==> config.mk <==
export PLATFORM = sky130hd
export DESIGN_NAME = scss_clock_select
export DESIGN_NICKNAME = d
export VERILOG_FILES = /design/src/common/scss_pkg.sv /design/src/rtl/scss_clock_select.sv /design/src/rtl/scss_ext_sync.sv /design/src/rtl/scss_phase_osc.sv
export SDC_FILE = /design/constraint.sdc
export NUM_CORES = 1
export LEC_CHECK = 0
export BUFFER_PORTS_ARGS = -buffer_cell sky130_fd_sc_hd__buf_2
export CELL_PAD_IN_SITES_DETAIL_PLACEMENT = 0
export CELL_PAD_IN_SITES_GLOBAL_PLACEMENT = 1
export CORE_UTILIZATION = 45
export DETAILED_ROUTE_END_ITERATION = 8
export PLACE_DENSITY = 0.8
export SYNTH_ARGS = -nofsm -noshare
export SYNTH_HDL_FRONTEND = slang
export SYNTH_HIERARCHICAL = 1
export SYNTH_SLANG_ARGS = --single-unit
==> constraint.sdc <==
create_clock -name clk_sys -period 2.9 [get_ports clk_sys]
set_clock_uncertainty 0.1 [all_clocks]
set_input_delay 0.58 -clock clk_sys [delete_from_list [all_inputs] [get_ports clk_sys]]
set_output_delay 0.58 -clock clk_sys [all_outputs]
set_load 0.02 [all_outputs]
==> src/common/scss_pkg.sv <==
// constants and types shared by the system clock source select block
package scss_pkg;
    // ---------------------------------------------------------------
    // register byte offsets on the AXI4-Lite slave
    // ---------------------------------------------------------------
    localparam logic [7:0] ADDR_CLOCK_SELECT = 8'h00;
    localparam logic [7:0] ADDR_HF_TRIM = 8'h04;
    localparam logic [7:0] ADDR_LF_CONTROL = 8'h08;
    localparam logic [7:0] ADDR_T3_CONTROL = 8'h0C;
    localparam logic [7:0] ADDR_T3_COUNT = 8'h10;
    localparam logic [7:0] ADDR_T3_RELOAD = 8'h14;
    localparam logic [7:0] ADDR_STATUS = 8'h18;

    // ---------------------------------------------------------------
    // field positions
    // ---------------------------------------------------------------
    localparam int SEL_LSB = 0;      // source_select_field [1:0]
    localparam int DIV_LSB = 4;      // post_divider_field [6:4]
    localparam int LFD_LSB = 0;      // lf_osc_divider_field [1:0]
    localparam int LFT_LSB = 2;      // lf_osc_coarse_trim_field [5:2]
    localparam int LFEN_BIT = 7;     // lf oscillator enable
    localparam int T3RUN_BIT = 0;    // timer 3 run
    localparam int T3CAP_BIT = 1;    // timer 3 lf capture mode

    // ---------------------------------------------------------------
    // source select codes and reset values
    // ---------------------------------------------------------------
    localparam logic [1:0] SEL_HF = 2'h0;
    localparam logic [1:0] SEL_EXT = 2'h1;
    localparam logic [1:0] SEL_LF = 2'h2;
    localparam logic [1:0] SEL_RESET = 2'h0;
    localparam logic [2:0] DIV_RESET = 3'h3;          // divide by 8
    localparam logic [1:0] LFD_RESET = 2'h0;
    localparam logic [3:0] LFT_RESET = 4'h8;

    // ---------------------------------------------------------------
    // oscillator models: phase accumulators clocked by clk_sys
    // ---------------------------------------------------------------
    localparam real CLK_SYS_MHZ = 100.0;
    localparam real HF_NOMINAL_MHZ = 24.5;
    localparam real LF_NOMINAL_KHZ = 80.0;
    localparam int HF_ACC_W = 12;
    localparam int LF_ACC_W = 20;
    // increment = f_osc / f_sys * 2^W, rounded
    localparam logic [11:0] HF_TRIM_RESET =
        12'(int'(HF_NOMINAL_MHZ / CLK_SYS_MHZ * 4096.0));
    localparam logic [19:0] LF_INC_BASE = 20'h00307;
    localparam logic [19:0] LF_INC_STEP = 20'h00008;

    // active source, one-hot
    typedef enum logic [2:0] {
        SRC_HF = 3'b001,
        SRC_EXT = 3'b010,
        SRC_LF = 3'b100
    } scss_src_t;

    // axi responses
    localparam logic [1:0] RESP_OKAY = 2'h0;
    localparam logic [1:0] RESP_SLVERR = 2'h2;
endpackage

==> src/rtl/scss_clock_select.sv <==
// system clock source select, post-divider, lf calibration capture
//
// Contract
// - Offer high-frequency, low-frequency oscillator and external pin sources.
// - Post-divide the selected source by a power of two, 1 to 128.
// - Reset selects the high-frequency oscillator divided by eight.
// - High-frequency oscillator turns on whenever it is requested.
// - Trim register sets its frequency, preloaded to the nominal value.
// - Low-frequency output divider selects divide by 1, 2, 4 or 8.
// - Coarse trim field adjusts the low-frequency oscillator frequency.
// - Timer 3 capture mode copies count into reload on lf edges.
// - External pin also clocks peripherals while running internal oscillators.
// - External input is resynchronised to the system clock for peripherals.
// - Only select code 01 chooses the external pin as source.
// - Sources switch on the fly; firmware picks only settled sources.
// - Post-divider setting may be changed at any time.
// - Internal oscillators usable right after the enabling write.
`timescale 1ns/1ps
`default_nettype none
module scss_clock_select (
    // clock and reset
    input wire logic clk_sys,
    input wire logic reset_n,
    // external clock pin
    input wire logic ext_clk_pin,
    // clock enables and oscillator status
    output logic sys_clk_en,
    output logic periph_ext_clk_en,
    output logic hf_osc_on,
    output logic lf_osc_on,
    // axi4-lite write address
    input wire logic [7:0] s_axil_awaddr,
    input wire logic s_axil_awvalid,
    output logic s_axil_awready,
    // axi4-lite write data
    input wire logic [31:0] s_axil_wdata,
    input wire logic [3:0] s_axil_wstrb,
    input wire logic s_axil_wvalid,
    output logic s_axil_wready,
    // axi4-lite write response
    output logic [1:0] s_axil_bresp,
    output logic s_axil_bvalid,
    input wire logic s_axil_bready,
    // axi4-lite read address
    input wire logic [7:0] s_axil_araddr,
    input wire logic s_axil_arvalid,
    output logic s_axil_arready,
    // axi4-lite read data
    output logic [31:0] s_axil_rdata,
    output logic [1:0] s_axil_rresp,
    output logic s_axil_rvalid,
    input wire logic s_axil_rready
);
    // ---------------------------------------------------------------
    // state
    // ---------------------------------------------------------------
    typedef struct packed {
        logic [1:0] sel;
        logic [2:0] div;
        logic [11:0] hf_trim;
        logic [1:0] lf_div;
        logic [3:0] lf_trim;
        logic lf_en;
        logic t3_run;
        logic t3_lfcap;
        logic [15:0] t3_count;
        logic [15:0] t3_reload;
        scss_pkg::scss_src_t active;
        logic [2:0] lf_cnt;
        logic lf_prev;
        logic lf_out_prev;
        logic sys_prev;
        logic [6:0] post_cnt;
        logic [2:0] cur_div;
        logic sys_clk_en;
        logic periph_ext_en;
        logic hf_on;
        logic lf_on;
        logic awready;
        logic wready;
        logic aw_got;
        logic w_got;
        logic [7:0] awaddr;
        logic [31:0] wdata;
        logic [3:0] wstrb;
        logic bvalid;
        logic [1:0] bresp;
        logic arready;
        logic rvalid;
        logic [31:0] rdata;
        logic [1:0] rresp;
    } scss_top_state_t;

    scss_top_state_t st;
    scss_top_state_t next_st;

    logic hf_level;
    logic lf_level;
    logic ext_level;
    logic ext_rise;
    logic [19:0] lf_inc;
    scss_pkg::scss_src_t req_src;
    logic lf_out_level;
    logic lf_out_rise;
    logic cur_level;
    logic new_level;
    logic pend;
    logic cutover;
    logic sel_rise;
    logic do_write;
    logic [31:0] wmask;

    // ---------------------------------------------------------------
    // helpers
    // ---------------------------------------------------------------
    function automatic logic [6:0] div_mask(input logic [2:0] d);
        logic [7:0] m;
        m = (8'h01 << d) - 8'h01;
        return m[6:0];
    endfunction

    function automatic logic src_level(input scss_pkg::scss_src_t s,
                                       input logic hf, input logic ext,
                                       input logic lf);
        logic l;
        l = 1'b0;
        case (s)
            scss_pkg::SRC_HF: l = hf;
            scss_pkg::SRC_EXT: l = ext;
            scss_pkg::SRC_LF: l = lf;
            default: l = 1'b0;
        endcase
        return l;
    endfunction

    // ---------------------------------------------------------------
    // sources
    // ---------------------------------------------------------------
    // coarse trim steps the lf increment around the nominal rate
    assign lf_inc = 20'(scss_pkg::LF_INC_BASE +
                        scss_pkg::LF_INC_STEP * {16'h0000, st.lf_trim});

    // the trim register is the hf increment, i.e. its frequency
    scss_phase_osc #(.WIDTH(scss_pkg::HF_ACC_W)) u_hf_osc (
        .clk_sys(clk_sys),
        .reset_n(reset_n),
        .enable(st.hf_on),
        .increment(st.hf_trim),
        .level(hf_level)
    );

    scss_phase_osc #(.WIDTH(scss_pkg::LF_ACC_W)) u_lf_osc (
        .clk_sys(clk_sys),
        .reset_n(reset_n),
        .enable(st.lf_on),
        .increment(lf_inc),
        .level(lf_level)
    );

    scss_ext_sync u_ext_sync (
        .clk_sys(clk_sys),
        .reset_n(reset_n),
        .pin(ext_clk_pin),
        .level(ext_level),
        .rise(ext_rise)
    );

    // ---------------------------------------------------------------
    // source decode, lf output divider, glitch-free cutover
    // ---------------------------------------------------------------
    always_comb begin
        // only code 01 reaches the pin; the spare code falls back to hf
        case (st.sel)
            scss_pkg::SEL_EXT: req_src = scss_pkg::SRC_EXT;
            scss_pkg::SEL_LF: req_src = scss_pkg::SRC_LF;
            default: req_src = scss_pkg::SRC_HF;
        endcase
        case (st.lf_div)
            2'h0: lf_out_level = lf_level;
            2'h1: lf_out_level = st.lf_cnt[0];
            2'h2: lf_out_level = st.lf_cnt[1];
            default: lf_out_level = st.lf_cnt[2];
        endcase
        lf_out_rise = lf_out_level & ~st.lf_out_prev;
        cur_level = src_level(st.active, hf_level, ext_level, lf_out_level);
        new_level = src_level(req_src, hf_level, ext_level, lf_out_level);
        pend = (req_src != st.active);
        // a source stuck high never lets the switch complete
        cutover = pend && !cur_level && !new_level;
        sel_rise = !cutover && cur_level && !st.sys_prev;
        do_write = st.aw_got && st.w_got && !st.bvalid;
        wmask = {{8{st.wstrb[3]}}, {8{st.wstrb[2]}},
                 {8{st.wstrb[1]}}, {8{st.wstrb[0]}}};
    end

    // ---------------------------------------------------------------
    // next state
    // ---------------------------------------------------------------
    always_comb begin
        logic [31:0] old;
        logic [31:0] nw;
        logic hit;
        old = 32'h0000_0000;
        nw = 32'h0000_0000;
        hit = 1'b0;
        next_st = st;

        // oscillator enables: hf follows any request with no extra step
        next_st.hf_on = (st.active == scss_pkg::SRC_HF) ||
                        (req_src == scss_pkg::SRC_HF);
        next_st.lf_on = st.lf_en || (st.active == scss_pkg::SRC_LF) ||
                        (req_src == scss_pkg::SRC_LF);

        // lf divider chain counts raw lf rising edges
        next_st.lf_prev = lf_level;
        next_st.lf_out_prev = lf_out_level;
        if (lf_level && !st.lf_prev) begin
            next_st.lf_cnt = st.lf_cnt + 3'h1;
        end

        // source switch and selected-clock edge detection
        if (cutover) begin
            next_st.active = req_src;
            next_st.sys_prev = 1'b0;
        end else begin
            next_st.sys_prev = cur_level;
        end

        // post-divider; a new ratio is taken at the next output pulse
        next_st.sys_clk_en = 1'b0;
        if (sel_rise) begin
            if ((st.post_cnt & div_mask(st.cur_div)) ==
                div_mask(st.cur_div)) begin
                next_st.sys_clk_en = 1'b1;
                next_st.post_cnt = 7'h00;
                next_st.cur_div = st.div;
            end else begin
                next_st.post_cnt = st.post_cnt + 7'h01;
            end
        end

        // resynchronised pin edges for the peripheral clocks
        next_st.periph_ext_en = ext_rise;

        // timer 3 counts clk_sys as the known time base
        if (st.t3_run) begin
            if (!st.t3_lfcap && st.t3_count == 16'hFFFF) begin
                next_st.t3_count = st.t3_reload;
            end else begin
                next_st.t3_count = st.t3_count + 16'h0001;
            end
        end

        // axi write channels, accepted independently
        if (s_axil_awvalid && st.awready) begin
            next_st.awready = 1'b0;
            next_st.aw_got = 1'b1;
            next_st.awaddr = s_axil_awaddr;
        end
        if (s_axil_wvalid && st.wready) begin
            next_st.wready = 1'b0;
            next_st.w_got = 1'b1;
            next_st.wdata = s_axil_wdata;
            next_st.wstrb = s_axil_wstrb;
        end
        if (do_write) begin
            hit = 1'b1;
            case (st.awaddr)
                scss_pkg::ADDR_CLOCK_SELECT:
                    old = {25'h0, st.div, 2'h0, st.sel};
                scss_pkg::ADDR_HF_TRIM: old = {20'h0, st.hf_trim};
                scss_pkg::ADDR_LF_CONTROL:
                    old = {24'h0, st.lf_en, 1'b0, st.lf_trim, st.lf_div};
                scss_pkg::ADDR_T3_CONTROL:
                    old = {30'h0, st.t3_lfcap, st.t3_run};
                scss_pkg::ADDR_T3_COUNT: old = {16'h0, st.t3_count};
                scss_pkg::ADDR_T3_RELOAD: old = {16'h0, st.t3_reload};
                default: hit = 1'b0;
            endcase
            nw = (old & ~wmask) | (st.wdata & wmask);
            case (st.awaddr)
                scss_pkg::ADDR_CLOCK_SELECT: begin
                    next_st.sel = nw[scss_pkg::SEL_LSB +: 2];
                    next_st.div = nw[scss_pkg::DIV_LSB +: 3];
                end
                scss_pkg::ADDR_HF_TRIM: next_st.hf_trim = nw[11:0];
                scss_pkg::ADDR_LF_CONTROL: begin
                    next_st.lf_div = nw[scss_pkg::LFD_LSB +: 2];
                    next_st.lf_trim = nw[scss_pkg::LFT_LSB +: 4];
                    next_st.lf_en = nw[scss_pkg::LFEN_BIT];
                end
                scss_pkg::ADDR_T3_CONTROL: begin
                    next_st.t3_run = nw[scss_pkg::T3RUN_BIT];
                    next_st.t3_lfcap = nw[scss_pkg::T3CAP_BIT];
                end
                scss_pkg::ADDR_T3_COUNT: next_st.t3_count = nw[15:0];
                scss_pkg::ADDR_T3_RELOAD: next_st.t3_reload = nw[15:0];
                default: next_st.bresp = scss_pkg::RESP_SLVERR;
            endcase
            next_st.bresp = hit ? scss_pkg::RESP_OKAY : scss_pkg::RESP_SLVERR;
            next_st.bvalid = 1'b1;
        end
        if (st.bvalid && s_axil_bready) begin
            next_st.bvalid = 1'b0;
            next_st.aw_got = 1'b0;
            next_st.w_got = 1'b0;
            next_st.awready = 1'b1;
            next_st.wready = 1'b1;
        end

        // lf capture beats a same-cycle software write of the reload
        if (st.t3_lfcap && lf_out_rise) begin
            next_st.t3_reload = st.t3_count;
        end

        // axi read: answer the cycle after the address is taken
        if (s_axil_arvalid && st.arready) begin
            next_st.arready = 1'b0;
            next_st.rvalid = 1'b1;
            next_st.rresp = scss_pkg::RESP_OKAY;
            case (s_axil_araddr)
                scss_pkg::ADDR_CLOCK_SELECT:
                    next_st.rdata = {25'h0, st.div, 2'h0, st.sel};
                scss_pkg::ADDR_HF_TRIM: next_st.rdata = {20'h0, st.hf_trim};
                scss_pkg::ADDR_LF_CONTROL: next_st.rdata =
                    {24'h0, st.lf_en, 1'b0, st.lf_trim, st.lf_div};
                scss_pkg::ADDR_T3_CONTROL:
                    next_st.rdata = {30'h0, st.t3_lfcap, st.t3_run};
                scss_pkg::ADDR_T3_COUNT: next_st.rdata = {16'h0, st.t3_count};
                scss_pkg::ADDR_T3_RELOAD:
                    next_st.rdata = {16'h0, st.t3_reload};
                scss_pkg::ADDR_STATUS: next_st.rdata =
                    {26'h0, st.lf_on, st.hf_on, pend, st.active};
                default: begin
                    next_st.rdata = 32'h0000_0000;
                    next_st.rresp = scss_pkg::RESP_SLVERR;
                end
            endcase
        end
        if (st.rvalid && s_axil_rready) begin
            next_st.rvalid = 1'b0;
            next_st.arready = 1'b1;
        end
    end

    // ---------------------------------------------------------------
    // state register
    // ---------------------------------------------------------------
    always_ff @(posedge clk_sys) begin
        if (!reset_n) begin
            st <= '0;
            st.sel <= scss_pkg::SEL_RESET;
            st.div <= scss_pkg::DIV_RESET;
            st.cur_div <= scss_pkg::DIV_RESET;
            st.active <= scss_pkg::SRC_HF;
            st.hf_trim <= scss_pkg::HF_TRIM_RESET;
            st.lf_div <= scss_pkg::LFD_RESET;
            st.lf_trim <= scss_pkg::LFT_RESET;
            st.awready <= 1'b1;
            st.wready <= 1'b1;
            st.arready <= 1'b1;
        end else begin
            st <= next_st;
        end
    end

    // outputs, all from the state register
    assign sys_clk_en = st.sys_clk_en;
    assign periph_ext_clk_en = st.periph_ext_en;
    assign hf_osc_on = st.hf_on;
    assign lf_osc_on = st.lf_on;
    assign s_axil_awready = st.awready;
    assign s_axil_wready = st.wready;
    assign s_axil_bresp = st.bresp;
    assign s_axil_bvalid = st.bvalid;
    assign s_axil_arready = st.arready;
    assign s_axil_rdata = st.rdata;
    assign s_axil_rresp = st.rresp;
    assign s_axil_rvalid = st.rvalid;
endmodule
`default_nettype wire

==> src/rtl/scss_ext_sync.sv <==
// two-flop resynchroniser for the external clock pin with edge pulse
`timescale 1ns/1ps
`default_nettype none
module scss_ext_sync (
    // clock and reset
    input wire logic clk_sys,
    input wire logic reset_n,
    // raw pin
    input wire logic pin,
    // synchronised outputs
    output logic level,
    output logic rise
);
    typedef struct packed {
        logic meta;
        logic sync;
        logic prev;
        logic rise;
    } scss_sync_state_t;

    scss_sync_state_t st;
    scss_sync_state_t next_st;

    // meta feeds only sync; the edge is taken from sync and prev
    always_comb begin
        next_st = st;
        next_st.meta = pin;
        next_st.sync = st.meta;
        next_st.prev = st.sync;
        next_st.rise = st.sync & ~st.prev;
    end

    // state register
    always_ff @(posedge clk_sys) begin
        if (!reset_n) begin
            st <= '0;
        end else begin
            st <= next_st;
        end
    end

    assign level = st.prev;
    assign rise = st.rise;
endmodule
`default_nettype wire

==> src/rtl/scss_phase_osc.sv <==
// phase-accumulator model of an internal oscillator, square level out
`timescale 1ns/1ps
`default_nettype none
module scss_phase_osc #(
    parameter int WIDTH = 12
) (
    // clock and reset
    input wire logic clk_sys,
    input wire logic reset_n,
    // control
    input wire logic enable,
    input wire logic [WIDTH-1:0] increment,
    // oscillator output level
    output logic level
);
    typedef struct packed {
        logic [WIDTH-1:0] acc;
    } scss_osc_state_t;

    scss_osc_state_t st;
    scss_osc_state_t next_st;

    // free running while enabled; parked low so a mux sees a clean low
    always_comb begin
        next_st = st;
        if (enable) begin
            next_st.acc = st.acc + increment;
        end else begin
            next_st.acc = '0;
        end
    end

    // state register
    always_ff @(posedge clk_sys) begin
        if (!reset_n) begin
            st <= '0;
        end else begin
            st <= next_st;
        end
    end

    assign level = st.acc[WIDTH-1];
endmodule
`default_nettype wire

---- After elaboration in Yosys (flattened, before gate mapping) ----
Index checks and enable logic that the tools add are counted.
word-level totals
  register bits ........................... 186
  input port bits ......................... 60
  output and inout port bits .............. 45
cells by class
  add/sub/neg operators ................... 7
  eq/ne operators ......................... 24
  shift operators ......................... 1
  muxes and demuxes ....................... 19
  bitwise operators ....................... 10
  reduce and logical (&&, ||, !) cells .... 43
operators with widths
  cell                     count
  $pmux W16 S7             1
  $mux W16                 6
  $pmux W16 S6             1
  $eq A8 B5 Y1 const B     5
  $and A16 B16 Y16         2
  $eq A8 B4 Y1 const B     4
  $mux W32                 1
  $add A20 B11 Y20         1
  $reduce_and A2 Y1        9
  $add A16 B1 Y16 const B  1
  $eq A16 B16 Y1 const B   1
  $eq A8 B3 Y1 const B     2
  $logic_not A8 Y1         2
  $not A16 Y16             1
  $or A16 B16 Y16          1
  $logic_and A1 B1 Y1      14
  $add A12 B12 Y12         1
  $add A10 B7 Y11 const A  1
  $pmux W1 S3              3
  $add A7 B1 Y7 const B    1
  $and A7 B7 Y7            1
  $eq A7 B7 Y1             1
  $logic_not A1 Y1         7
  $mux W7                  1
  20 further kinds         36

---- Logic depth before layout (Yosys ltp) ----
Gate-level depths: netlist of the first run.
  depth in word-level cells ............... 10
  depth in mapped cells ................... 8

---- Cells and area by module ----
Netlist of the first run, hierarchy kept.
modules (own cells, without submodules)
  module                     instances  cells an instance  area each (µm²)  seq. area each (µm²)
  scss_clock_select          1          869                7108.1           2642.5
  scss_phase_osc (u_lf_osc)  1          181                1570.3           400.4
  scss_phase_osc (u_hf_osc)  1          84                 793.3            240.2
  scss_ext_sync              1          8                  111.4            80.1

---- Worst setup path after synthesis of the first run ----
No wires, ideal clock.
  path kind ............................... in2reg
  start point ............................. input s_axil_araddr[0]
  end point ............................... register st, in the netlist s_axil_rdata[15]
  setup time .............................. 65 ps
  data arrival time ....................... 2032 ps
  data required time ...................... 2735 ps
  path slack .............................. 703 ps
  stages .................................. 5
  path buffers ............................ 0
  path through ............................ or4_1 nor4_1 nand3_1 a2bb2oi_1 nor2_1
on the way
  longest elaborated chain between the ends .. 2
ends and longest elaborated chain
  what                                  line                      source
  start: declaration                    scss_clock_select.sv:45   input wire logic [7:0] s_axil_araddr,
  $eq A8 B5 Y1 (tied with other cells)  scss_clock_select.sv:321  case (s_axil_araddr)
  $pmux W16 S7 *                        scss_clock_select.sv:321
  end signal: assignment                scss_clock_select.sv:363  st <= next_st;
  end: declaration                      scss_clock_select.sv:94   scss_top_state_t st;
Mark *: on every way between the ends. The rest lies on a longest branch, timed or not.
A chain may end at the register's enable or synchronous reset.

---- Worst setup path after layout of the first run ----
  start point ............................. register u_lf_osc/st[0] in the netlist's numbering
  end point ............................... register u_lf_osc/st[18] in the netlist's numbering
on the way
  longest elaborated chain between the ends .. 1
ends and longest elaborated chain
  what                      line                  source
  start: declaration        scss_phase_osc.sv:20  scss_osc_state_t st;
  start signal: assignment  scss_phase_osc.sv:38  st <= next_st;
  $add A20 B11 Y20          scss_phase_osc.sv:27  next_st.acc = st.acc + increment;
No other way between the ends.

==> results.ini, run 1 <==
[outcome]
run_status = completed

[drt]
vias_per_cell = 5.76
num_vias = 8517
ant_nets = 0
wire_per_inst_um = 17.8
detail_route.wirelength_um = 26300
drt_first_pass_iters = 5
dr.first_iter.drc_count = 567
drt_drc_violations_left = 0

[placed_design]
place.gp.congestion = 0.873
io_buffers = 68
dp_worst_setup_slack_ps = 529
placed_cells = 1446
dp.final_hpwl_um = 19300

[global_routing]
first_global_vias = 7877
global_route.overflow_total = 0
initial_antenna_violation_count = 0
grt_max_degree = 59
grt_first_pass_wirelength_um = 42100
groute.usage.overall = 0.245

[floorplan]
die_height_um = 148
top_level_ports = 105
coreArea_um2 = 21000
num_rows = 53
fp.dieArea_um2 = 21900
die_x_um = 148
start_util = 0.457

[clock_tree]
tritoncts_clock_tree = yes
clk_latency_ps = 420
clkSinkCount = 168
ctsHtreeMaxLevel = 4
clock_path_buffers = 2
post_cts_buffers = 0
number_of_buffers_inserted_for_hold_repair_after_clock_tree_synthesis = 0
cts.reportedPaths.clkPinSlew_ps = 60
post_cts_resized = 0
root_buffer = sky130_fd_sc_hd__clkbuf_16
numCtsBuffers = 17

[hold_path]
hold_path_depth = 2
hold_class = input port to register

[logic_synthesis]
netlist_instances = 1142
synth_largest_type_area_fraction = 0.351
synth-compound-area-share = 0.228
synth.lib_cells_used.distinct = 88
main_combinational_cell_family_by_area_after_synthesis = compound AO/OA/AOI/OAI gates
post_synth_and_or_nand_nor_area_fraction = 0.210
synthXorXnorAreaFrac = 0.0228
synth-adder-area-share = 0.0512
ys.flop_type = sky130_fd_sc_hd__dfxtp_1
synth.ff_latch_count = 168
yosys_warnings = 6
synth.top_cells.by_area = sky130_fd_sc_hd__dfxtp_1, sky130_fd_sc_hd__nand2_1, sky130_fd_sc_hd__ha_1, sky130_fd_sc_hd__a21oi_1, sky130_fd_sc_hd__o21ai_0
synth_sequential_area_ratio = 0.351
synth_largest_area_cell = sky130_fd_sc_hd__dfxtp_1
post_synth_instance_area_um2 = 9580
async_reset_ff_frac = 0
mux_contribution_to_synthesized_area = 0.0685
synth-edff-count = 0
syn_area_per_cell_um2 = 8.39

[final_layout]
drive_gt1_frac = 0.156
nNetsFinal = 1288
layout-area-overhead-vs-synth_pct = 12.1
n_antenna_cell = 0
fin_cells = 1478

[flow_run]
cap_viol_max_count = 0

[timing]
finalMaxSlewViolations = 0
worst_slack_ps = 468
setup_viol = 0
rsz0062_at_grt = no
post-route-period-util = 0.838
setup_tns_ps = 0
fin_crit_ps = 2430
tightest_slew_ps = 663
clock.fmax_mhz = 411
max_slew_margin = 0.558
finalHoldViolCount = 0

[worst_setup_path]
critical_path_required_ps = 3160
ff2ff_path_depth = 7
start_kind = register
setup.worst_path.end_class = register
worst-endpoint-arrival_ps = 2690
largest_driver_fanout_on_the_critical_path = 5
critical_path_class = register to register

[power]
ir_worst_vdd_uv = 322
power_density_nw_per_um2 = 509
power.static_leakage_nw = 4.27

[critical path: stages, from the launching register on]
cell,delay [ps]
sky130_fd_sc_hd__dfxtp_1,300
sky130_fd_sc_hd__ha_1,240
sky130_fd_sc_hd__fa_1,450
sky130_fd_sc_hd__a21o_1,220
sky130_fd_sc_hd__a221oi_4,410
sky130_fd_sc_hd__a211oi_4,150
sky130_fd_sc_hd__o31ai_2,280
sky130_fd_sc_hd__mux2i_1,210
[synthesized netlist by cell type, types with 8 or more instances]
master,count
sky130_fd_sc_hd__dfxtp_1,168
sky130_fd_sc_hd__a21o_1,16
sky130_fd_sc_hd__nand3_1,43
sky130_fd_sc_hd__o21ai_0,69
sky130_fd_sc_hd__a21oi_1,81
sky130_fd_sc_hd__inv_1,20
sky130_fd_sc_hd__a31oi_1,12
sky130_fd_sc_hd__xnor2_1,12
sky130_fd_sc_hd__a2bb2oi_1,9
sky130_fd_sc_hd__o21ai_1,8
sky130_fd_sc_hd__o211ai_1,17
sky130_fd_sc_hd__and3_1,15
sky130_fd_sc_hd__a211oi_1,16
sky130_fd_sc_hd__a22oi_1,8
sky130_fd_sc_hd__buf_2,19
sky130_fd_sc_hd__o21a_1,10
sky130_fd_sc_hd__nor2_1,74
sky130_fd_sc_hd__nor3_1,37
sky130_fd_sc_hd__nor2b_1,12
sky130_fd_sc_hd__xor2_1,13
sky130_fd_sc_hd__nand2_1,136
sky130_fd_sc_hd__mux2_2,15
sky130_fd_sc_hd__nand4_1,15
sky130_fd_sc_hd__mux2i_1,33
sky130_fd_sc_hd__buf_4,37
sky130_fd_sc_hd__ha_1,36
sky130_fd_sc_hd__clkbuf_1,41
sky130_fd_sc_hd__o31ai_1,8
sky130_fd_sc_hd__and2_1,10
sky130_fd_sc_hd__buf_1,10
[cell type report]
type                       instances  area (µm²)
clock buffer                      22         464
clock inverter                    10         168
fill                            2073       10200
inverter                          21        78.8
multi-input combinational        878        5690
sequential                       168        3360
tap                              275         344
timing repair buffer             104         636
[worst paths after layout]
| kind | startpoint | to | slack (ps) |
|---|---|---|---|
| worst max-delay path | u_lf_osc/st[0]$_SDFF_PN0_ | u_lf_osc/st[18]$_SDFF_PN0_ | 470 |
| worst max register to register | u_lf_osc/st[0]$_SDFF_PN0_ | u_lf_osc/st[18]$_SDFF_PN0_ | 470 |
| worst min register to register | u_ext_sync/rise$_SDFF_PN0_ | periph_ext_clk_en$_SDFF_PN0_ | 330 |
| worst min-delay path | s_axil_wvalid | s_axil_wready$_SDFFE_PP1P_ | 260 |
[sequential cells by signal (all words and copies together), names as in the netlist, 2 cells and up]
signal	count
u_hf_osc/st	12
u_lf_osc/st	20
st	105
u_ext_sync/next_st	2
s_axil_rdata	16
[placed cells by master, fill, tap and decap left out, types with 7 or more instances in the layout]
master,synthesis,layout
sky130_fd_sc_hd__a211oi_1,16,16
sky130_fd_sc_hd__a21o_1,16,16
sky130_fd_sc_hd__a21oi_1,81,81
sky130_fd_sc_hd__a22oi_1,8,8
sky130_fd_sc_hd__a2bb2oi_1,9,9
sky130_fd_sc_hd__a31oi_1,12,12
sky130_fd_sc_hd__and2_1,10,10
sky130_fd_sc_hd__and3_1,15,15
sky130_fd_sc_hd__and3b_1,7,7
sky130_fd_sc_hd__and4_1,7,7
sky130_fd_sc_hd__buf_2,19,68
sky130_fd_sc_hd__buf_4,37,34
sky130_fd_sc_hd__clkbuf_16,0,17
sky130_fd_sc_hd__conb_1,2,35
sky130_fd_sc_hd__dfxtp_1,168,168
sky130_fd_sc_hd__ha_1,36,36
sky130_fd_sc_hd__inv_1,20,20
sky130_fd_sc_hd__mux2_2,15,15
sky130_fd_sc_hd__mux2i_1,33,33
sky130_fd_sc_hd__mux4_2,7,7
sky130_fd_sc_hd__nand2_1,136,136
sky130_fd_sc_hd__nand3_1,43,43
sky130_fd_sc_hd__nand4_1,15,15
sky130_fd_sc_hd__nor2_1,74,74
sky130_fd_sc_hd__nor2b_1,12,12
sky130_fd_sc_hd__nor3_1,37,37
sky130_fd_sc_hd__o211ai_1,17,17
sky130_fd_sc_hd__o21a_1,10,10
sky130_fd_sc_hd__o21ai_0,69,69
sky130_fd_sc_hd__o21ai_1,8,8
sky130_fd_sc_hd__o31ai_1,8,8
sky130_fd_sc_hd__xnor2_1,12,12
sky130_fd_sc_hd__xor2_1,13,13
[metal layers]
layer  GRT usage  vias up  wire (µm)  share of wire
li1            -     4212          -              -
met1       0.337     3994      12400           0.47
met4      0.0897        0        634          0.024
met2       0.372      271      11400           0.43
met3      0.0574       40       1790          0.068
met5           0        -          0              0
[stage by stage]
step                      power (mW)   util  hold slack (ps)  instance area [µm²]
after floorplan                 2.91      -              312                 9710
after global placement          3.06  0.483              322                10100
after detailed placement        3.07  0.483              323                10100
after CTS                       5.50  0.513              248                10700
after global routing            5.67  0.513              264                10700
final                           5.46  0.513              262                10700
[where the power goes]
| part | total [mW] | internal [mW] | switching (mW) | leakage, nW |
|---|---|---|---|---|
| clock network | 2.44 | 1.49 | 0.945 | 0.305 |
| logic | 0.604 | 0.230 | 0.374 | 2.60 |
| registers | 2.42 | 2.37 | 0.0540 | 1.36 |
[logic make-up after synthesis]
group / Yosys count
compound gates: 323
xor+xnor: 25
fa+ha+maj: 38
buf+inv: 129
flops: 168
mux: 55
other cells: 2
simple gates: 402
No activity file was read; power rests on OpenSTA's default activity.
==> run 2, diff against run 1 <==
==> constraint.sdc (replaced) <==
create_clock -name clk_sys -period 2.5 [get_ports clk_sys]
set_clock_uncertainty 0.1 [all_clocks]
set_input_delay 0.5 -clock clk_sys [delete_from_list [all_inputs] [get_ports clk_sys]]
set_output_delay 0.5 -clock clk_sys [all_outputs]
set_load 0.02 [all_outputs]
==> run 2 against run 1 <==
Against the previous run: sequential share of layout area is 0.17 points lower; first-iteration DRC count is 18% higher; final cell count is 1.5% higher; via count is 0.46% higher; flip-flop and latch count stayed put; largest power group is now registers.
==> results.ini, run 2 (same netlist as run 1, synthesis figures left out) <==
[outcome]
run_status = completed

[power]
power.share.clock = 0.408  ; -0.039
seq_power_share = 0.471  ; +0.028
internal_power_mw = 4.33  ; +5.8%
ir_worst_vdd_uv = 359  ; +12%
p_switching_mw = 1.63  ; +19%
power.static_leakage_nw = 4.33  ; +1.4%
power_density_nw_per_um2 = 551  ; +8.4%
power.share.combinational = 0.120  ; +0.009
switching_share = 0.273  ; +0.0222

[floorplan]
start_util = 0.457  ; unchanged
die_height_um = 148  ; unchanged
die_x_um = 148  ; unchanged
coreArea_um2 = 21000  ; unchanged
fp.dieArea_um2 = 21900  ; unchanged
top_level_ports = 105  ; unchanged
num_rows = 53  ; unchanged

[timing]
finalHoldWorstSlack_ps = 177  ; -84.7 ps
setup_viol = 0  ; unchanged
fin_crit_ps = 2380  ; -50.7 ps
post-route-period-util = 0.952  ; +0.114
rsz0062_at_grt = no
finalHoldViolCount = 0  ; unchanged
tightest_slew_ps = 653  ; -9.53 ps
finalMaxSlewViolations = 0  ; unchanged
clock.fmax_mhz = 420  ; +2.1%
max_slew_margin = 0.564  ; +0.00636
setup_tns_ps = 0  ; unchanged

[clock_tree]
clkSinkCount = 168  ; unchanged
ctsHtreeMaxLevel = 4  ; unchanged
post_cts_buffers = 0  ; unchanged
clk_latency_ps = 430  ; about the same
post_cts_resized = 0  ; unchanged
numCtsBuffers = 17  ; unchanged
cts.reportedPaths.clkPinSlew_ps = 60  ; about the same
number_of_buffers_inserted_for_hold_repair_after_clock_tree_synthesis = 0  ; unchanged
clock_path_buffers = 2  ; unchanged
tritoncts_clock_tree = yes
root_buffer = sky130_fd_sc_hd__clkbuf_16

[drt]
dr.first_iter.drc_count = 667  ; +18%
wire_per_inst_um = 17.4  ; -2.3%
num_vias = 8556  ; +0.46%
drt_first_pass_iters = 5  ; unchanged
ant_nets = 0  ; unchanged
vias_per_cell = 5.70  ; -1.0%
drt_drc_violations_left = 0  ; unchanged
detail_route.wirelength_um = 26100  ; -0.82%

[final_layout]
largest_register_ff_count = 105  ; unchanged
mostFrequentLayoutCell = sky130_fd_sc_hd__dfxtp_1
layout-area-overhead-vs-synth_pct = 12.7
fin_cells = 1500  ; +1.5%
nNetsFinal = 1310  ; +1.7%
registers.top_by_ff_count = st
n_antenna_cell = 0  ; unchanged
drive_gt1_frac = 0.173  ; +0.0168
layout.cells.most_common_list = sky130_fd_sc_hd__dfxtp_1, sky130_fd_sc_hd__nand2_1, sky130_fd_sc_hd__a21oi_1

[global_routing]
grt_first_pass_wirelength_um = 42100  ; unchanged
grt_max_degree = 51  ; -14%
first_global_vias = 7768  ; -1.4%
initial_antenna_violation_count = 0  ; unchanged
groute.usage.overall = 0.245  ; about the same
global_route.overflow_total = 0  ; unchanged

[placed_design]
io_buffers = 68  ; unchanged
place.gp.congestion = 0.920  ; +5.5%
dp.final_hpwl_um = 19600  ; +1.6%
placed_cells = 1468  ; +1.5%

[worst_setup_path]
cpMaxStageDelayCell = sky130_fd_sc_hd__fa_1
critical_path_required_ps = 2750  ; -410 ps
critical_path_buf_inv_count = 0  ; unchanged
critical_path_class = register to register
worst-endpoint-arrival_ps = 2630  ; -60 ps
setup.worst_path.end_class = register
path_delay_family = compound AO/OA/AOI/OAI gates
cp_cell_sequence = ha_1, fa_1, a21o_1, a221oi_4, a211oi_4, o31ai_2, mux2i_1
start_kind = register
largest_driver_fanout_on_the_critical_path = 5  ; unchanged
max_stage_delay_ps = 420  ; -30 ps

[hold_path]
hold_class = input port to register

[flow_run]
cap_viol_max_count = 0  ; unchanged

## run 2: cell types whose count changed in the layout (fill, tap and decap cells not counted), sizes merged
cell	change
inv	+2
bufinv	-4
buf	+22
clkinvlp	+4
clkbuf	-3
clkinv	+1
## run 2: power by group through the flow
stage / combinational (mW) / clock, mW / sequential (mW)
after floorplan: 0.519 / 0 / 2.85
after global placement: 0.704 / 0 / 2.86
after detailed placement: 0.708 / 0 / 2.87
after CTS: 0.711 / 2.49 / 2.81
after global routing: 0.792 / 2.59 / 2.81
final: 0.717 / 2.43 / 2.81
## run 2: cell type report
cell class	count	area [µm²]
Clock buffer	19	443
Clock inverter	13	96.3
Fill cell	2077	10200
Inverter	21	78.8
Multi-Input combinational cell	878	5690
Sequential cell	168	3360
Tap cell	275	344
Timing Repair Buffer	126	788
## run 2: per-stage QoR
step | total power [mW] | setup slack [ps] | util | instance area (µm²)
finish | 5.96 | 119 | 0.516 | 10800
global route | 6.20 | 47.8 | 0.516 | 10800
CTS | 6.01 | 116 | 0.516 | 10800
detailed placement | 3.58 | 147 | 0.490 | 10300
global placement | 3.57 | 192 | 0.490 | 10300
floorplan | 3.37 | 364 | - | 9710
## run 2: per-layer routing
layer	GRT usage	vias up	part of all wire
met3	0.0577	35	0.079
met2	0.356	298	0.43
met5	0	-	0
met1	0.358	3968	0.47
li1	-	4255	-
met4	0.0706	0	0.020
## run 2: final timing paths
path | start | cells past startpoint | slack (ps) | endpoint
worst max-delay path | u_lf_osc/st[0]$_SDFF_PN0_ | 7 | 120 | u_lf_osc/st[18]$_SDFF_PN0_
worst min register to register | u_ext_sync/rise$_SDFF_PN0_ | 1 | 340 | periph_ext_clk_en$_SDFF_PN0_
worst max register to register | u_lf_osc/st[0]$_SDFF_PN0_ | 7 | 120 | u_lf_osc/st[18]$_SDFF_PN0_
worst min-delay path | s_axil_wvalid | 2 | 180 | s_axil_wready$_SDFFE_PP1P_
==> run 3, diff against run 2 <==
--- a/config.mk
+++ b/config.mk
@@ -8,10 +8,9 @@
 export BUFFER_PORTS_ARGS = -buffer_cell sky130_fd_sc_hd__buf_2
 export CELL_PAD_IN_SITES_DETAIL_PLACEMENT = 0
 export CELL_PAD_IN_SITES_GLOBAL_PLACEMENT = 1
-export CORE_UTILIZATION = 45
+export CORE_UTILIZATION = 44
 export DETAILED_ROUTE_END_ITERATION = 8
-export PLACE_DENSITY = 0.8
+export PLACE_DENSITY = 0.79
 export SYNTH_ARGS = -nofsm -noshare
 export SYNTH_HDL_FRONTEND = slang
-export SYNTH_HIERARCHICAL = 1
 export SYNTH_SLANG_ARGS = --single-unit
==> run 3 against run 2 <==
Against the previous run: routed wire length down 3.6%; non-clock buffer count up 18; hold slack worse by 2.1 ps; register-to-register slack better by 20 ps; combinational power down 10%.
==> results.ini, run 3 <==
[worst_setup_path]
critical_path_required_ps = 2720  ; -30 ps
setup.worst_path.end_class = register
worst-endpoint-arrival_ps = 2580  ; -50 ps
largest_driver_fanout_on_the_critical_path = 5  ; unchanged
critical_path_class = register to register
start_kind = register

[floorplan]
start_util = 0.448  ; -0.00936
top_level_ports = 105  ; unchanged
die_height_um = 145  ; -1.8%
coreArea_um2 = 20200  ; -3.7%
num_rows = 52  ; -1.9%
fp.dieArea_um2 = 21100  ; -3.5%
die_x_um = 145  ; -1.8%

[global_routing]
first_global_vias = 7417  ; -4.5%
grt_first_pass_wirelength_um = 40300  ; -4.3%
global_route.peak_usage_layer = met1
initial_antenna_violation_count = 0  ; unchanged
groute.usage.overall = 0.242  ; -0.00271
grt_max_degree = 34  ; -33%
global_route.overflow_total = 0  ; unchanged
global_route.usage.met2 = 0.355  ; -0.00156
groute.layer.met3.usage = 0.0362  ; -0.0216
use_met1 = 0.359  ; +0.00169

[drt]
drt_drc_violations_left = 0  ; unchanged
detail_route.wirelength_um = 25100  ; -3.6%
vias_per_cell = 5.66  ; -0.69%
ant_nets = 0  ; unchanged
wire_per_inst_um = 17.5  ; +0.65%
dr.first_iter.drc_count = 685  ; +2.7%
drt_first_pass_iters = 6  ; +1
num_vias = 8140  ; -4.9%

[timing]
fin_crit_ps = 2360  ; -21.3 ps
rsz0062_at_grt = no
worst_slack_ps = 140  ; +21.3 ps
setup_tns_ps = 0  ; unchanged
post-route-period-util = 0.944  ; -0.00851
finalMaxSlewViolations = 0  ; unchanged
clock.fmax_mhz = 424  ; +0.90%
max_slew_margin = 0.572  ; +0.00792
finalHoldViolCount = 0  ; unchanged
finalHoldWorstSlack_ps = 175  ; -2.11 ps
tightest_slew_ps = 638  ; -15.7 ps
setup_viol = 0  ; unchanged

[power]
p_switching_mw = 1.54  ; -5.2%
power_density_nw_per_um2 = 578  ; +4.8%
power.share.combinational = 0.107  ; -0.013
power.share.clock = 0.429  ; +0.021
internal_power_mw = 4.48  ; +3.4%
seq_power_share = 0.464  ; -0.007
switching_share = 0.256  ; -0.0170
total_power_mw = 6.02  ; +1.1%
ir_worst_vdd_uv = 512  ; +42%
power.static_leakage_nw = 4.06  ; -6.3%

[final_layout]
ff_latch_area_um2 = 3360  ; unchanged
drive_gt1_frac = 0.185  ; +0.0120
multiInputGateArea_um2 = 5130  ; -9.9%
registers.top_by_ff_count = st
layout.filler_cells = 2014  ; -3.0%
mostFrequentLayoutCell = sky130_fd_sc_hd__dfxtp_1
layout-area-overhead-vs-synth_pct = 15.3
nNetsFinal = 1238  ; -5.5%
layout.cells.most_common_list = sky130_fd_sc_hd__dfxtp_1, sky130_fd_sc_hd__nand2_1, sky130_fd_sc_hd__a21oi_1
n_antenna_cell = 0  ; unchanged
fin_cells = 1437  ; -4.2%
largest_register_ff_count = 105  ; unchanged

[logic_synthesis]
syn_area_per_cell_um2 = 8.41  ; +0.25%
synth_largest_type_area_fraction = 0.372  ; +0.0213
ys.flop_type = sky130_fd_sc_hd__dfxtp_1
synth.top_cells.by_count = sky130_fd_sc_hd__dfxtp_1, sky130_fd_sc_hd__nand2_1, sky130_fd_sc_hd__a21oi_1, sky130_fd_sc_hd__nor2_1, sky130_fd_sc_hd__o21ai_0
synth_largest_area_cell = sky130_fd_sc_hd__dfxtp_1
synth.top_cells.by_area = sky130_fd_sc_hd__dfxtp_1, sky130_fd_sc_hd__nand2_1, sky130_fd_sc_hd__a21oi_1, sky130_fd_sc_hd__mux2i_1, sky130_fd_sc_hd__o21ai_0
synth_sequential_area_ratio = 0.372  ; +0.0213
synthMostInstantiatedCell = sky130_fd_sc_hd__dfxtp_1
async_reset_ff_frac = 0  ; unchanged
synth.lib_cells_used.distinct = 82  ; -6.8%
netlist_instances = 1074  ; -6.0%
post_synth_instance_area_um2 = 9030  ; -5.7%
synth.ff_latch_count = 168  ; unchanged
yosys_warnings = 0  ; -6
synth-edff-count = 0  ; unchanged

[placed_design]
placed_cells = 1406  ; -4.2%
place.gp.congestion = 0.894  ; -2.9%
io_buffers = 68  ; unchanged
dp_worst_setup_slack_ps = -7.79  ; -155 ps
dp.final_hpwl_um = 18700  ; -4.2%

[hold_path]
hold_class = input port to register

[flow_run]
cap_viol_max_count = 0  ; unchanged

[clock_tree]
clkSinkCount = 168  ; unchanged
tritoncts_clock_tree = yes
root_buffer = sky130_fd_sc_hd__clkbuf_16
clk_latency_ps = 430  ; about the same
cts.reportedPaths.clkPinSlew_ps = 60  ; about the same
numCtsBuffers = 17  ; unchanged
number_of_buffers_inserted_for_hold_repair_after_clock_tree_synthesis = 0  ; unchanged
clock_path_buffers = 2  ; unchanged
ctsHtreeMaxLevel = 4  ; unchanged

[outcome]
run_status = completed

-- run 3: changes by cell type in the layout (fill, tap and decap cells not counted), sizes merged, moves of 6 or more --
cell,before,now
conb,35,18
nor4bb,0,6
nor3,41,31
nor2b,12,19
ha,36,22
nand2,136,118
buf,126,144
a22o,1,7
a21o,17,6
or4,1,8
o21ai,78,64
-- run 3: kinds of logic (layout without fill, tap and decap cells) --
logic type               after synthesis  count (layout)  share of synthesized area
AND/OR/NAND/NOR                      387             387                      0.215
AO/OA/AOI/OAI                        289             289                      0.209
flip-flops                           168             168                      0.372
buffers and inverters                122             198                     0.0677
multiplexers                          56              56                     0.0753
XOR/XNOR                              28              28                     0.0271
adder cells (fa/ha/maj)               23              23                     0.0327
other                                  1              18                   0.000415
-- run 3: power groups by stage --
stage	combinational, mW	clock (mW)	sequential (mW)
after global placement	0.635	0	2.85
final	0.644	2.58	2.79
after detailed placement	0.636	0	2.85
after global routing	0.709	2.74	2.80
after floorplan	0.463	0	2.84
after CTS	0.641	2.63	2.79
-- run 3: path summary, 6_finish.rpt --
path                                          from                                to  slack, ps  cells after the start
setup / recovery               st[75]$_SDFFE_PN0P_                st[139]$_SDFF_PN0_        140                      6
hold / removal                       s_axil_wvalid        s_axil_wready$_SDFFE_PP1P_        170                      2
setup reg to reg               st[75]$_SDFFE_PN0P_                st[139]$_SDFF_PN0_        140                      6
hold reg to reg   u_ext_sync.next_st[2]$_SDFF_PN0_  u_ext_sync.next_st[1]$_SDFF_PN0_        340                      1
-- run 3: area by class of cell --
class / count / share of cell area
Inverter: 23 / 0.00829
Timing Repair Buffer: 144 / 0.0887
Clock buffer: 21 / 0.0461
Sequential cell: 168 / 0.323
Tap cell: 270 / 0.0324
Multi-Input combinational cell: 801 / 0.492
Clock inverter: 10 / 0.00913
-- run 3: layer usage --
metal / up-vias / wire [µm]
met1: 3785 / 12100
met2: 300 / 10800
met4: 0 / 442
li1: 4032 / -
met3: 23 / 1770
met5: - / 0
-- run 3: critical path: stages (launching register included) --
cell and delay, ps:
sky130_fd_sc_hd__dfxtp_1 340, sky130_fd_sc_hd__or4_4 550, sky130_fd_sc_hd__or2_1 270, sky130_fd_sc_hd__buf_4 170, sky130_fd_sc_hd__o41ai_4 500, sky130_fd_sc_hd__a2111oi_0 140, sky130_fd_sc_hd__a31o_1 200
-- run 3: timing repair --
item,in CTS,in global routing
gates resized for setup,1,0
buffers inserted,0,0
endpoints found under the setup margin,1,0
-- run 3: stage by stage --
stage	util	area (µm²)
global placement	0.488	9830
finish	0.516	10400
global route	0.516	10400
floorplan	-	9100
CTS	0.516	10400
detailed placement	0.488	9830
